===== src/lbcs_defs.svh =====
// constants of the burst configuration register and column sequencing
`ifndef LBCS_DEFS_SVH
`define LBCS_DEFS_SVH
`define LBCS_ADDR_W 8
`define LBCS_DATA_W 8
`define LBCS_COL_W 10
`define LBCS_CFG_ADDR 8'h01
`define LBCS_BEATS_LSB 0
`define LBCS_BEATS_MSB 2
`define LBCS_ORDER_BIT 3
`define LBCS_WRAP_BIT 4
`define LBCS_WR_LSB 5
`define LBCS_WR_MSB 7
`define LBCS_BEATS_4 3'h2
`define LBCS_BEATS_8 3'h3
`define LBCS_BEATS_16 3'h4
`define LBCS_WR_MIN 3'h1
`define LBCS_WR_MAX 3'h6
`define LBCS_WR_OFS 4'h2
`define LBCS_WR_CYC_RESET 4'h3
`define LBCS_CFG_RESET 8'h22
`define LBCS_UNDEF_DATA 8'hA5
`define LBCS_RD_LAT 2'h2
`define LBCS_WRT_REC_NS 15
`define LBCS_CLK_NS 50
`define LBCS_WRT_REC_CYC (((`LBCS_WRT_REC_NS + `LBCS_CLK_NS - 1) / `LBCS_CLK_NS) + 2)
`define LBCS_REG_CTRL 12'h000
`define LBCS_REG_CFG 12'h004
`define LBCS_REG_BURST 12'h008
`define LBCS_REG_STAT 12'h00C
`define LBCS_REG_RDATA 12'h010
`define LBCS_ERR_DATA 32'h0000_0000
`endif


===== src/lbcs_pkg.sv =====
// types shared by both ends of the burst configuration link
package lbcs_pkg;
    typedef enum logic [1:0] {LBCS_CMD_NONE, LBCS_CMD_MRW, LBCS_CMD_MRR, LBCS_CMD_BURST} lbcs_cmd_e;
endpackage : lbcs_pkg


===== src/lbcs_link_if.sv =====
// command/address link between controller and sdram burst logic
`timescale 1ns/1ps
interface lbcs_link_if;
    lbcs_pkg::lbcs_cmd_e cmd;
    logic [7:0] addr;
    logic [7:0] wdata;
    logic burst_write;
    logic auto_close_row;
    logic [9:0] start_col;
    logic [7:0] rdata;
    logic rdata_valid;
    logic data_strobe;
    logic [9:0] beat_col;
    logic beat_valid;
    logic burst_done;
    logic precharge_start;
    modport sdram (input cmd, addr, wdata, burst_write, auto_close_row, start_col,
        output rdata, rdata_valid, data_strobe, beat_col, beat_valid, burst_done,
        precharge_start);
    modport ctrl (output cmd, addr, wdata, burst_write, auto_close_row, start_col,
        input rdata, rdata_valid, data_strobe, beat_col, beat_valid, burst_done,
        precharge_start);
endinterface : lbcs_link_if


===== src/lbcs_col_gen.sv =====
// column address of one burst beat from start column and configuration
`timescale 1ns/1ps
`include "lbcs_defs.svh"
module lbcs_col_gen #(
    parameter int COL_W = 10
) (
    input wire logic [COL_W-1:0] start_in, // burst start column
    input wire logic [3:0] beat_in,        // beat index
    input wire logic [2:0] beats_sel_in,   // burst length code
    input wire logic order_in,             // 1 = interleaved
    input wire logic nowrap_in,            // 1 = no wrap
    output logic [COL_W-1:0] col_out       // column of this beat
);
    logic [3:0] mask;
    logic [3:0] base;
    logic [3:0] lo;
    always_comb
    begin
        unique case (beats_sel_in)
            `LBCS_BEATS_8: mask = 4'h7;
            `LBCS_BEATS_16: mask = 4'hF;
            default: mask = 4'h3;
        endcase
        base = {start_in[3:1], 1'b0};
        if (order_in)
            lo = base ^ beat_in;
        else
            lo = base + beat_in;
        if (nowrap_in)
            col_out = {start_in[COL_W-1:1], 1'b0} + COL_W'(beat_in);
        else
            col_out = {start_in[COL_W-1:4], (base & ~mask) | (lo & mask)};
    end
endmodule : lbcs_col_gen


===== src/lbcs_sdram.sv =====
// sdram end: burst configuration register and beat column sequencer
//
// Overview of operation
// - write-only burst config at address 01
// - bit 4 no-wrap, only legal with 4
// - auto-close write precharges after recovery cycles
// - controller rounds recovery time up to cycles; here the written code passes unchanged, cycles = code + 2
// - lowest column bit forced to zero
// - 4-beat wrap orders column bits 1:0
// - 8-beat sequential mod 8, interleaved by xor
// - 16-beat sequential only, mod 16
// - no-wrap runs y to y+3 linearly
// - controller avoids no-wrap over page end
// - register access only by mrw and mrr
// - mrr of write-only returns junk, strobe toggles
`timescale 1ns/1ps
`include "lbcs_defs.svh"
module lbcs_sdram (
    input wire logic clk_sys_in,          // sdram clock
    input wire logic rst_in,              // synchronous reset, high
    lbcs_link_if.sdram link,              // command/address link
    output logic [7:0] cfg_shadow_out,    // captured configuration
    output logic [3:0] wr_cycles_out      // decoded recovery cycles
);
    // ---------------------------------------------------------
    // state record
    // ---------------------------------------------------------
    // the whole end lives in one registered record
    typedef enum logic [1:0] {LBCS_S_IDLE, LBCS_S_BURST, LBCS_S_REC} lbcs_sd_state_e;
    typedef struct packed {
        lbcs_sd_state_e st;
        logic [7:0] cfg;
        logic [9:0] start;
        logic [3:0] beat;
        logic [3:0] rec;
        logic close;
        logic [1:0] rd_cnt;
        logic [7:0] rdata;
        logic rvalid;
        logic strobe;
        logic bvalid;
        logic [9:0] bcol;
        logic done;
        logic pre;
        logic [2:0] beats;
        logic order;
        logic nowrap;
        logic [3:0] wrc;
    } lbcs_sd_s;
    lbcs_sd_s s_q;
    lbcs_sd_s s_d;
    logic [9:0] col;
    logic [3:0] last;
    logic [9:0] gen_start;
    logic [3:0] gen_beat;
    logic [2:0] gen_beats_sel;
    logic gen_order;
    logic gen_nowrap;
    // ---------------------------------------------------------
    // beat column generator
    // ---------------------------------------------------------
    // fed from registered state and link.start_col only, so no loop through the next-state record
    always_comb
    begin
        if (s_q.st == LBCS_S_IDLE)
        begin
            gen_start = link.start_col;
            gen_beat = 4'h0;
            gen_beats_sel = s_q.cfg[`LBCS_BEATS_MSB:`LBCS_BEATS_LSB];
            gen_order = s_q.cfg[`LBCS_ORDER_BIT];
            gen_nowrap = s_q.cfg[`LBCS_WRAP_BIT];
        end
        else
        begin
            gen_start = s_q.start;
            gen_beat = s_q.beat + 4'h1;
            gen_beats_sel = s_q.beats;
            gen_order = s_q.order;
            gen_nowrap = s_q.nowrap;
        end
    end
    lbcs_col_gen #(.COL_W(10)) u_col (
        .start_in(gen_start),
        .beat_in(gen_beat),
        .beats_sel_in(gen_beats_sel),
        .order_in(gen_order),
        .nowrap_in(gen_nowrap),
        .col_out(col)
    );
    // ---------------------------------------------------------
    // next state
    // ---------------------------------------------------------
    always_comb
    begin
        s_d = s_q;
        s_d.done = 1'b0;
        s_d.pre = 1'b0;
        s_d.rvalid = 1'b0;
        s_d.bvalid = 1'b0;
        unique case (s_q.beats)
            `LBCS_BEATS_8: last = 4'h7;
            `LBCS_BEATS_16: last = 4'hF;
            default: last = 4'h3;
        endcase
        // ---------------------------------------------------------
        // register commands
        // ---------------------------------------------------------
        if (link.cmd == lbcs_pkg::LBCS_CMD_MRW && link.addr == `LBCS_CFG_ADDR)
            s_d.cfg = link.wdata;
        s_d.wrc = 4'(s_d.cfg[`LBCS_WR_MSB:`LBCS_WR_LSB]) + `LBCS_WR_OFS;
        // no mode register is readable here: every read returns the fill pattern
        if (link.cmd == lbcs_pkg::LBCS_CMD_MRR && s_q.rd_cnt == 2'h0)
            s_d.rd_cnt = `LBCS_RD_LAT;
        if (s_q.rd_cnt != 2'h0)
        begin
            s_d.rd_cnt = s_q.rd_cnt - 2'h1;
            s_d.strobe = ~s_q.strobe;
            if (s_q.rd_cnt == 2'h1)
            begin
                s_d.rvalid = 1'b1;
                s_d.rdata = `LBCS_UNDEF_DATA;
            end
        end
        // ---------------------------------------------------------
        // burst sequencing
        // ---------------------------------------------------------
        unique case (s_q.st)
            LBCS_S_IDLE:
            begin
                if (link.cmd == lbcs_pkg::LBCS_CMD_BURST)
                begin
                    s_d.st = LBCS_S_BURST;
                    s_d.start = link.start_col;
                    s_d.beat = 4'h0;
                    s_d.close = link.burst_write & link.auto_close_row;
                    // recovery count latched here so a later write cannot alter it
                    s_d.rec = s_q.wrc;
                    s_d.beats = s_q.cfg[`LBCS_BEATS_MSB:`LBCS_BEATS_LSB];
                    s_d.order = s_q.cfg[`LBCS_ORDER_BIT];
                    s_d.nowrap = s_q.cfg[`LBCS_WRAP_BIT];
                    s_d.bvalid = 1'b1;
                    s_d.bcol = col;
                end
            end
            LBCS_S_BURST:
            begin
                if (s_q.beat == last)
                begin
                    s_d.done = 1'b1;
                    s_d.st = s_q.close ? LBCS_S_REC : LBCS_S_IDLE;
                end
                else
                begin
                    s_d.beat = s_q.beat + 4'h1;
                    s_d.bvalid = 1'b1;
                    s_d.bcol = col;
                end
            end
            LBCS_S_REC:
            begin
                s_d.rec = s_q.rec - 4'h1;
                if (s_q.rec == 4'h1)
                begin
                    s_d.pre = 1'b1;
                    s_d.st = LBCS_S_IDLE;
                end
            end
            default: s_d.st = LBCS_S_IDLE;
        endcase
    end
    // ---------------------------------------------------------
    // state register
    // ---------------------------------------------------------
    always_ff @(posedge clk_sys_in)
    begin
        if (rst_in)
        begin
            s_q <= '0;
            s_q.st <= LBCS_S_IDLE;
            s_q.cfg <= `LBCS_CFG_RESET;
            s_q.beats <= `LBCS_BEATS_4;
            s_q.wrc <= `LBCS_WR_CYC_RESET;
        end
        else
        begin
            s_q <= s_d;
        end
    end
    // ---------------------------------------------------------
    // outputs, all straight from the record
    // ---------------------------------------------------------
    assign link.rdata = s_q.rdata;
    assign link.rdata_valid = s_q.rvalid;
    assign link.data_strobe = s_q.strobe;
    assign link.beat_col = s_q.bcol;
    assign link.beat_valid = s_q.bvalid;
    assign link.burst_done = s_q.done;
    assign link.precharge_start = s_q.pre;
    assign cfg_shadow_out = s_q.cfg;
    assign wr_cycles_out = s_q.wrc;
endmodule : lbcs_sdram

===== src/flat_wrapper.sv =====
// flat-port wrapper written by rule: the top's interface ports become plain ports
module lbcs_sdram_flat 
  (clk_sys_in, rst_in, cfg_shadow_out, wr_cycles_out, link_cmd, link_addr, link_wdata, link_burst_write, link_auto_close_row, link_start_col, link_rdata, link_rdata_valid, link_data_strobe, link_beat_col, link_beat_valid, link_burst_done, link_precharge_start);
  lbcs_link_if link_i ();
  input wire logic clk_sys_in;
  input wire logic rst_in;
  output logic [7:0] cfg_shadow_out;
  output logic [3:0] wr_cycles_out;
  input wire logic [$bits(link_i.cmd)-1:0] link_cmd;
  input wire logic [$bits(link_i.addr)-1:0] link_addr;
  input wire logic [$bits(link_i.wdata)-1:0] link_wdata;
  input wire logic [$bits(link_i.burst_write)-1:0] link_burst_write;
  input wire logic [$bits(link_i.auto_close_row)-1:0] link_auto_close_row;
  input wire logic [$bits(link_i.start_col)-1:0] link_start_col;
  output wire logic [$bits(link_i.rdata)-1:0] link_rdata;
  output wire logic [$bits(link_i.rdata_valid)-1:0] link_rdata_valid;
  output wire logic [$bits(link_i.data_strobe)-1:0] link_data_strobe;
  output wire logic [$bits(link_i.beat_col)-1:0] link_beat_col;
  output wire logic [$bits(link_i.beat_valid)-1:0] link_beat_valid;
  output wire logic [$bits(link_i.burst_done)-1:0] link_burst_done;
  output wire logic [$bits(link_i.precharge_start)-1:0] link_precharge_start;
  assign link_i.cmd = link_cmd;
  assign link_i.addr = link_addr;
  assign link_i.wdata = link_wdata;
  assign link_i.burst_write = link_burst_write;
  assign link_i.auto_close_row = link_auto_close_row;
  assign link_i.start_col = link_start_col;
  assign link_rdata = link_i.rdata;
  assign link_rdata_valid = link_i.rdata_valid;
  assign link_data_strobe = link_i.data_strobe;
  assign link_beat_col = link_i.beat_col;
  assign link_beat_valid = link_i.beat_valid;
  assign link_burst_done = link_i.burst_done;
  assign link_precharge_start = link_i.precharge_start;
  lbcs_sdram u_core (.clk_sys_in(clk_sys_in), .rst_in(rst_in), .link(link_i), .cfg_shadow_out(cfg_shadow_out), .wr_cycles_out(wr_cycles_out));
endmodule

===== config.mk =====
export PLATFORM = sky130hd
export DESIGN_NAME = lbcs_sdram_flat
export DESIGN_NICKNAME = d
export VERILOG_FILES = /design/src/lbcs_pkg.sv /design/src/lbcs_link_if.sv /design/src/lbcs_col_gen.sv /design/src/lbcs_sdram.sv /design/src/flat_wrapper.sv
export VERILOG_INCLUDE_DIRS = /design/src /design/src/src
export SDC_FILE = /design/constraint.sdc
export NUM_CORES = 1
export LEC_CHECK = 0
export ABC_AREA = 1
export BUFFER_PORTS_ARGS = -buffer_cell sky130_fd_sc_hd__buf_4
export CAP_MARGIN = 10
export CORE_UTILIZATION = 49
export DETAILED_ROUTE_END_ITERATION = 8
export GPL_TIMING_DRIVEN = 0
export PLACE_DENSITY = 0.82
export SKIP_LAST_GASP = 1
export SLEW_MARGIN = 40
export SYNTH_ARGS = -nofsm -noshare
export SYNTH_HDL_FRONTEND = slang
export SYNTH_SLANG_ARGS = --single-unit

===== constraint.sdc =====
create_clock -name clk_sys_in -period 5.4 [get_ports clk_sys_in]
set_clock_uncertainty 0.15 [all_clocks]
set_input_delay 0.81 -clock clk_sys_in [delete_from_list [all_inputs] [get_ports clk_sys_in]]
set_output_delay 0.81 -clock clk_sys_in [all_outputs]
set_load 0.005 [all_outputs]

==> results by group, run 1 <==
Status
  • Status: finished, final reports clean

STA
  • Setup ws final: 2877 ps
  • Final worst path period share: 0.4673
  • Fmax: 396.3 MHz
  • Final Hold Viols: 0
  • Worst-Margin Slew: 628.0 ps
  • Setup tns final: 0 ps
  • Post-route minimum period: 2523 ps
  • Final Hold Slack: 309.2 ps
  • RSZ-0062 raised after global routing: no
  • Max-slew violation count: 0
  • # setup viols final: 0
  • Relative slew slack: 0.5814

Cells and area
  • Area grow syn2layout: 21.45%
  • Commonest cells after routing, fill and taps aside: nand2_1, buf_4, dfxtp_1, inv_1, a21oi_1
  • Layout Nets: 538
  • Final instance area: 0.003656 sq mm
  • Layout cell share with drive strength beyond 1: 0.2525
  • Commonest non-fill, non-tap cell in the layout: nand2_1
  • Antenna diodes: 0

Clock tree
  • CTS max path bufs: 2
  • CTS tree: done
  • CTS Root Cell: clkbuf_8
  • Clock slew at reported path FFs: 100 ps
  • Clock latency on the worst-skew pair: 310 ps
  • Cts hold-fix bufs: 0
  • Post-CTS setup buffers: 0
  • CTS H-tree depth: 2
  • CTS buffer count: 5
  • Post_cts resized: 0
  • Total clock sinks: 54

Yosys
  • Adder-cell share of the synthesized area: 0.04821
  • Post-synth cell types: 36
  • Synth Warn #: 0
  • Ys flop type: dfxtp_1
  • Largest family of logic cells by synthesized area: simple AND/OR/NAND/NOR gates
  • Xor and xnor area share after synthesis: 0.01746
  • Synth Area in Simple Gates: 0.2710
  • Post-synthesis mux area share: 0
  • FFs w/ async S/R, synth: 0
  • Synth Cell Area: 0.003010 sq mm
  • Mapped Avg Cell Area: 7.100 sq um
  • Syn Inst Count: 424
  • Compound-Gate Fraction of Synth Area: 0.1401
  • Seq/Total Area, Yosys: 0.3591
  • Register bit total from synthesis: 54
  • Number of synthesized flops with an enable pin: 0

Placement
  • Placed Area: 0.003573 sq mm
  • I/O Buffers: 61
  • Routability Congestion: 0.9157
  • Dpl hpwl: 5300 um
  • Worst slack at placement: 2558 ps

Floorplanning
  • Initial Utilization: 0.5085
  • DIE AREA: 0.006461 sq mm
  • IO Count: 67
  • Core area: 0.005921 sq mm
  • Die height: 80.38 um
  • Die width: 80.38 um
  • Core Rows: 28

Detailed routing
  • Vias post-DR: 2837
  • First-pass DRT Iterations: 4
  • Detailed-route DRC error count: 0
  • Via density per instance: 4.977
  • Post-route ant nets: 0
  • Initial drt markers: 149
  • DR WL/cell: 12.04 um
  • Final wirelength: 6863 um

Worst setup path
  • Crit path required time: 5500 ps
  • Critical path type: input pin to flip-flop
  • Crit-path slowest cell: ha_1
  • Critical path capture point type: flip-flop
  • Critical path, cell by cell: buf_4, or2_2, o21ai_0, inv_1, ha_1, nand2_1, nand2_1, a21oi_1, nor2_1, nand3_1, nand2_1, nand2_1, nand2_1, a21oi_1
  • Worst Path Buf+Inv: 2
  • Most frequent CP cell: nand2_1
  • WP data arrival: 2620 ps
  • CP top delay family: simple AND/OR/NAND/NOR gates
  • Crit start category: input pin
  • Worst-path fanout max: 5
  • CP peak stage delay: 360 ps

Run
  • Max-cap viol count: 0

Global routing
  • Gr usage total: 0.2304
  • First-pass GRT wire length: 11500 um
  • Via count of the first global-routing pass: 2695
  • Initial antenna violation count: 0
  • GR Overflow Total: 0
  • Pin count of the biggest net entering global routing: 17

Power and ir drop
  • Power per cell area: 248.6 mW/mm^2
  • Leak Pwr: 0.001752 uW
  • Tot Pwr: 908.9 uW
  • Maximum vdd drop: 0.1678 mV

Hold path
  • HP Class: flip-flop to flip-flop
-- per-stage QoR --
stage | utilization | std cells
floorplan | - | 427
global placement | 0.6036 | 563
detailed placement | 0.6036 | 563
CTS | 0.6175 | 570
global route | 0.6175 | 570
finish | 0.6175 | 570
-- cells in the mapped netlist (3+ instances only) --
cell type / number / area (sq um)
nand2_1: 109 / 409.1
dfxtp_1: 54 / 1081
inv_1: 49 / 183.9
a21oi_1: 35 / 175.2
buf_4: 31 / 232.7
nor2_1: 27 / 101.4
o21ai_0: 25 / 125.1
nand3_1: 21 / 105.1
ha_1: 10 / 125.1
clkbuf_1: 7 / 26.28
nand2_2: 5 / 31.28
a31oi_1: 4 / 25.02
nor2_2: 4 / 25.02
xor2_1: 4 / 35.03
a211oi_1: 3 / 22.52
buf_6: 3 / 33.78
nand3b_1: 3 / 22.52
or2_2: 3 / 18.77
-- final timing paths --
check,startpoint,end,slack (ps),cells past startpoint
hold reg to reg,u_core.s_q[49],u_core.s_q[49],310,2
hold / removal,u_core.s_q[49],u_core.s_q[49],310,2
setup reg to reg,u_core.s_q[62],u_core.link.beat_col[8],2910,15
setup / recovery,link_start_col[3],u_core.link.beat_col[8],2880,14
-- cell families (layout without fill, tap and decap cells) --
| kind of cell | Yosys count | count (layout) |
|---|---|---|
| simple gates | 184 | 184 |
| buf+inv | 93 | 161 |
| compound gates | 75 | 75 |
| flops | 54 | 54 |
| fa+ha+maj | 11 | 11 |
| xor+xnor | 6 | 6 |
| other cells | 1 | 4 |
-- worst reg2reg max path, delay by kind of cell, from the launching register on --
| kind | cells | cell delay, ps |
|---|---|---|
| and+or+nand+nor | 9 | 900 |
| buffers and inverters | 2 | 180 |
| DFF | 1 | 360 |
| AOI/OAI and AO/OA | 3 | 470 |
| adders and majority gates | 1 | 360 |
-- layout make-up --
| cell class | instances | area, sq um |
|---|---|---|
| fillers | 586 | 2265 |
| multi-input cells | 280 | 1450 |
| flip-flops and latches | 54 | 1081 |
| repair buffers | 61 | 457.9 |
| plain buffers | 41 | 292.8 |
| inverters | 52 | 197.7 |
| well taps | 75 | 93.84 |
| clock buffers | 5 | 68.82 |
| clock inverters | 2 | 13.76 |
-- state kept, by name (all words and copies together), names as in the netlist, 3 cells and up --
signal,flops
u_core.s_q,27
u_core.link.beat_col,10
u_core.cfg_shadow_out,8
u_core.wr_cycles_out,3
-- power by group --
| part | switching (uW) | total [uW] | internal [uW] |
|---|---|---|---|
| registers | 20.9 | 450 | 429 |
| logic | 120 | 233 | 114 |
| clock network | 135 | 225 | 90.0 |
-- per-layer routing --
layer  global-route usage  vias up  wire length [um]  part of all wire
li1                     -     1465                 -                 -
met1               0.2577     1279              2939              0.43
met2               0.4153       83              3453              0.50
met3              0.05795       10               365             0.053
met4              0.08750        0               104             0.015
met5                    0        -                 0                 0
(Power assumes the default switching activity.)
==> run 2: changes to the inputs <==
==> constraint.sdc (replaced) <==
create_clock -name clk_sys_in -period 2.47 [get_ports clk_sys_in]
set_clock_uncertainty 0.15 [all_clocks]
set_input_delay 0.3705 -clock clk_sys_in [delete_from_list [all_inputs] [get_ports clk_sys_in]]
set_output_delay 0.3705 -clock clk_sys_in [all_outputs]
set_load 0.005 [all_outputs]
==> run 2 against run 1 <==
Non-clock buffer count up 2. Sequential share of layout area down 0.29 points. Critical endpoint is now u_core.link.beat_col[9]. Largest cell class unchanged. Highest routed layer unchanged. Total power up 120%.
==> results by group, run 2 (synthesized netlist as in run 1, its figures left out) <==
STA
  • Fmax: 423.3 MHz
  • RSZ-0062 raised after global routing: yes
  • # setup viols final: 0
  • Post-route minimum period: 2362 ps
  • Final Hold Viols: 0
  • Final worst path period share: 0.9564
  • Worst-Margin Slew: 664.1 ps
  • Relative slew slack: 0.5573
  • Setup ws final: 107.7 ps
  • Max-slew violation count: 0

Clock tree
  • Clock slew at reported path FFs: 100 ps
  • CTS tree: done
  • CTS H-tree depth: 2
  • Total clock sinks: 54
  • Cts hold-fix bufs: 0
  • CTS buffer count: 5
  • CTS max path bufs: 2
  • Clock latency on the worst-skew pair: 310 ps
  • CTS Root Cell: clkbuf_8

Global routing
  • Pin count of the biggest net entering global routing: 17
  • GR Overflow Total: 0
  • First-pass GRT wire length: 11500 um
  • Initial antenna violation count: 0
  • Gr usage total: 0.2304
  • Via count of the first global-routing pass: 2695

Hold path
  • HP Class: input pin to flip-flop

Cells and area
  • Antenna diodes: 0
  • Max reg flops: 27
  • Layout cell share with drive strength beyond 1: 0.2757
  • Reg with most FFs: u_core.s_q
  • Final instance area: 0.003722 sq mm
  • Multi-input logic area: 0.001493 sq mm
  • Commonest non-fill, non-tap cell in the layout: nand2_1
  • Area grow syn2layout: 23.65%
  • Reg area: 0.001090 sq mm
  • Fillers: 563
  • Commonest cells after routing, fill and taps aside: nand2_1, buf_4, dfxtp_1, inv_1, a21oi_1
  • Core Util, Final: 0.6287
  • Layout Nets: 540

Detailed routing
  • Vias post-DR: 2853
  • Post-route ant nets: 0
  • Detailed-route DRC error count: 0
  • DR WL/cell: 12.17 um
  • First-pass DRT Iterations: 4
  • Initial drt markers: 163
  • Final wirelength: 6959 um
  • Via density per instance: 4.988

Power and ir drop
  • Leak Pwr: 0.001764 uW
  • Int Pwr: 1392 uW
  • Net Sw Frac: 0.3046
  • Power per cell area: 537.6 mW/mm^2
  • Flop pwr share: 0.491
  • Combinational share of power: 0.262
  • Tot Pwr: 2001 uW
  • Maximum vdd drop: 0.3680 mV
  • Clock network power share: 0.247
  • Sw power: 609.5 uW

Worst setup path
  • Critical path type: flip-flop to flip-flop
  • Crit start category: flip-flop
  • Worst r2r path cells: 15
  • Critical path capture point type: flip-flop
  • Worst r2r src: u_core.s_q[61]
  • Worst Setup SP: u_core.s_q[61]
  • Crit path required time: 2510 ps
  • Reg-to-Reg End: u_core.link.beat_col[9]
  • WP data arrival: 2400 ps
  • Worst-path fanout max: 6
  • R2r setup slk: 110 ps
  • Crit path to: u_core.link.beat_col[9]

Placement
  • I/O Buffers: 61
  • Placed Area: 0.003573 sq mm
  • Routability Congestion: 0.9157
  • Worst slack at placement: 1.334 ps
  • Dpl hpwl: 5300 um

Floorplanning
  • Die height: 80.38 um
  • IO Count: 67
  • Initial Utilization: 0.5085
  • Core area: 0.005921 sq mm
  • DIE AREA: 0.006461 sq mm
  • Core Rows: 28
  • Die width: 80.38 um

Run
  • Max-cap viol count: 0

Status
  • Status: finished, final reports clean
[run 2: cell count changes in the layout (fill, tap and decap cells not counted), sizes merged]
cell / before / now
buf: 95 / 97
[run 2: critical path: stages, from the launching register on]
cell and delay, ps:
dfxtp_4 380, inv_2 70, nand2_4 80, or2_2 270, o21ai_1 110, inv_1 100
ha_4 310, nand2_1 60, nand2_1 80, nand3_1 130, nor2_4 170, nand3_1 80
nand2_1 60, nand2_1 50, nand2_1 60, a21oi_1 60
[run 2: layout make-up]
cell class | count | area share
inverters | 52 | 0.05311
repair buffers | 63 | 0.1271
flip-flops and latches | 54 | 0.2928
clock buffers | 5 | 0.01849
multi-input cells | 280 | 0.4010
clock inverters | 2 | 0.003697
well taps | 75 | 0.02521
plain buffers | 41 | 0.07866
[run 2: worst min path at each step]
| stage | from | end | slack [ps] | depth (start not counted) |
|---|---|---|---|---|
| 2_1_floorplan | u_core.s_q[48] | u_core.s_q[48] | 270 | 2 |
| 3_3_place_gp | u_core.s_q[48] | u_core.s_q[48] | 290 | 2 |
| 3_5_place_dp | u_core.s_q[4] | u_core.s_q[4] | 290 | 2 |
| 4_1_cts | link_wdata[5] | u_core.cfg_shadow_out[5] | 110 | 3 |
| 5_1_grt | link_wdata[5] | u_core.cfg_shadow_out[5] | 130 | 3 |
| 6_report | link_wdata[5] | u_core.cfg_shadow_out[5] | 120 | 3 |
[run 2: power by group through the flow]
| stage | registers, uW | logic [uW] | clock network, uW |
|---|---|---|---|
| final | 983 | 525 | 493 |
| after global routing | 992 | 589 | 538 |
| after CTS | 983 | 514 | 504 |
| after detailed placement | 1000 | 511 | 0 |
| after global placement | 998 | 495 | 0 |
| after floorplan | 993 | 331 | 0 |
[run 2: what timing repair did]
item | in CTS | in global routing
setup buffers | 0 | 2
pin swaps | 1 | 4
setup endpoints to repair | 3 | 8
resized for setup | 1 | 15
[run 2: metal layers]
layer	track usage	share of wire	up-vias
li1	-	-	1468
met1	0.2577	0.42	1294
met2	0.4153	0.51	83
met3	0.05795	0.054	8
met4	0.08750	0.013	0
met5	0	0	-
[run 2: per-stage QoR]
step	cells	TNS [ps]	hold slack (ps)
2_1_floorplan	427	0	274.8
3_3_place_gp	563	0	288.0
3_5_place_dp	563	0	294.8
4_1_cts	570	0	109.5
5_1_grt	572	-73.13	128.6
6_report	572	0	115.9
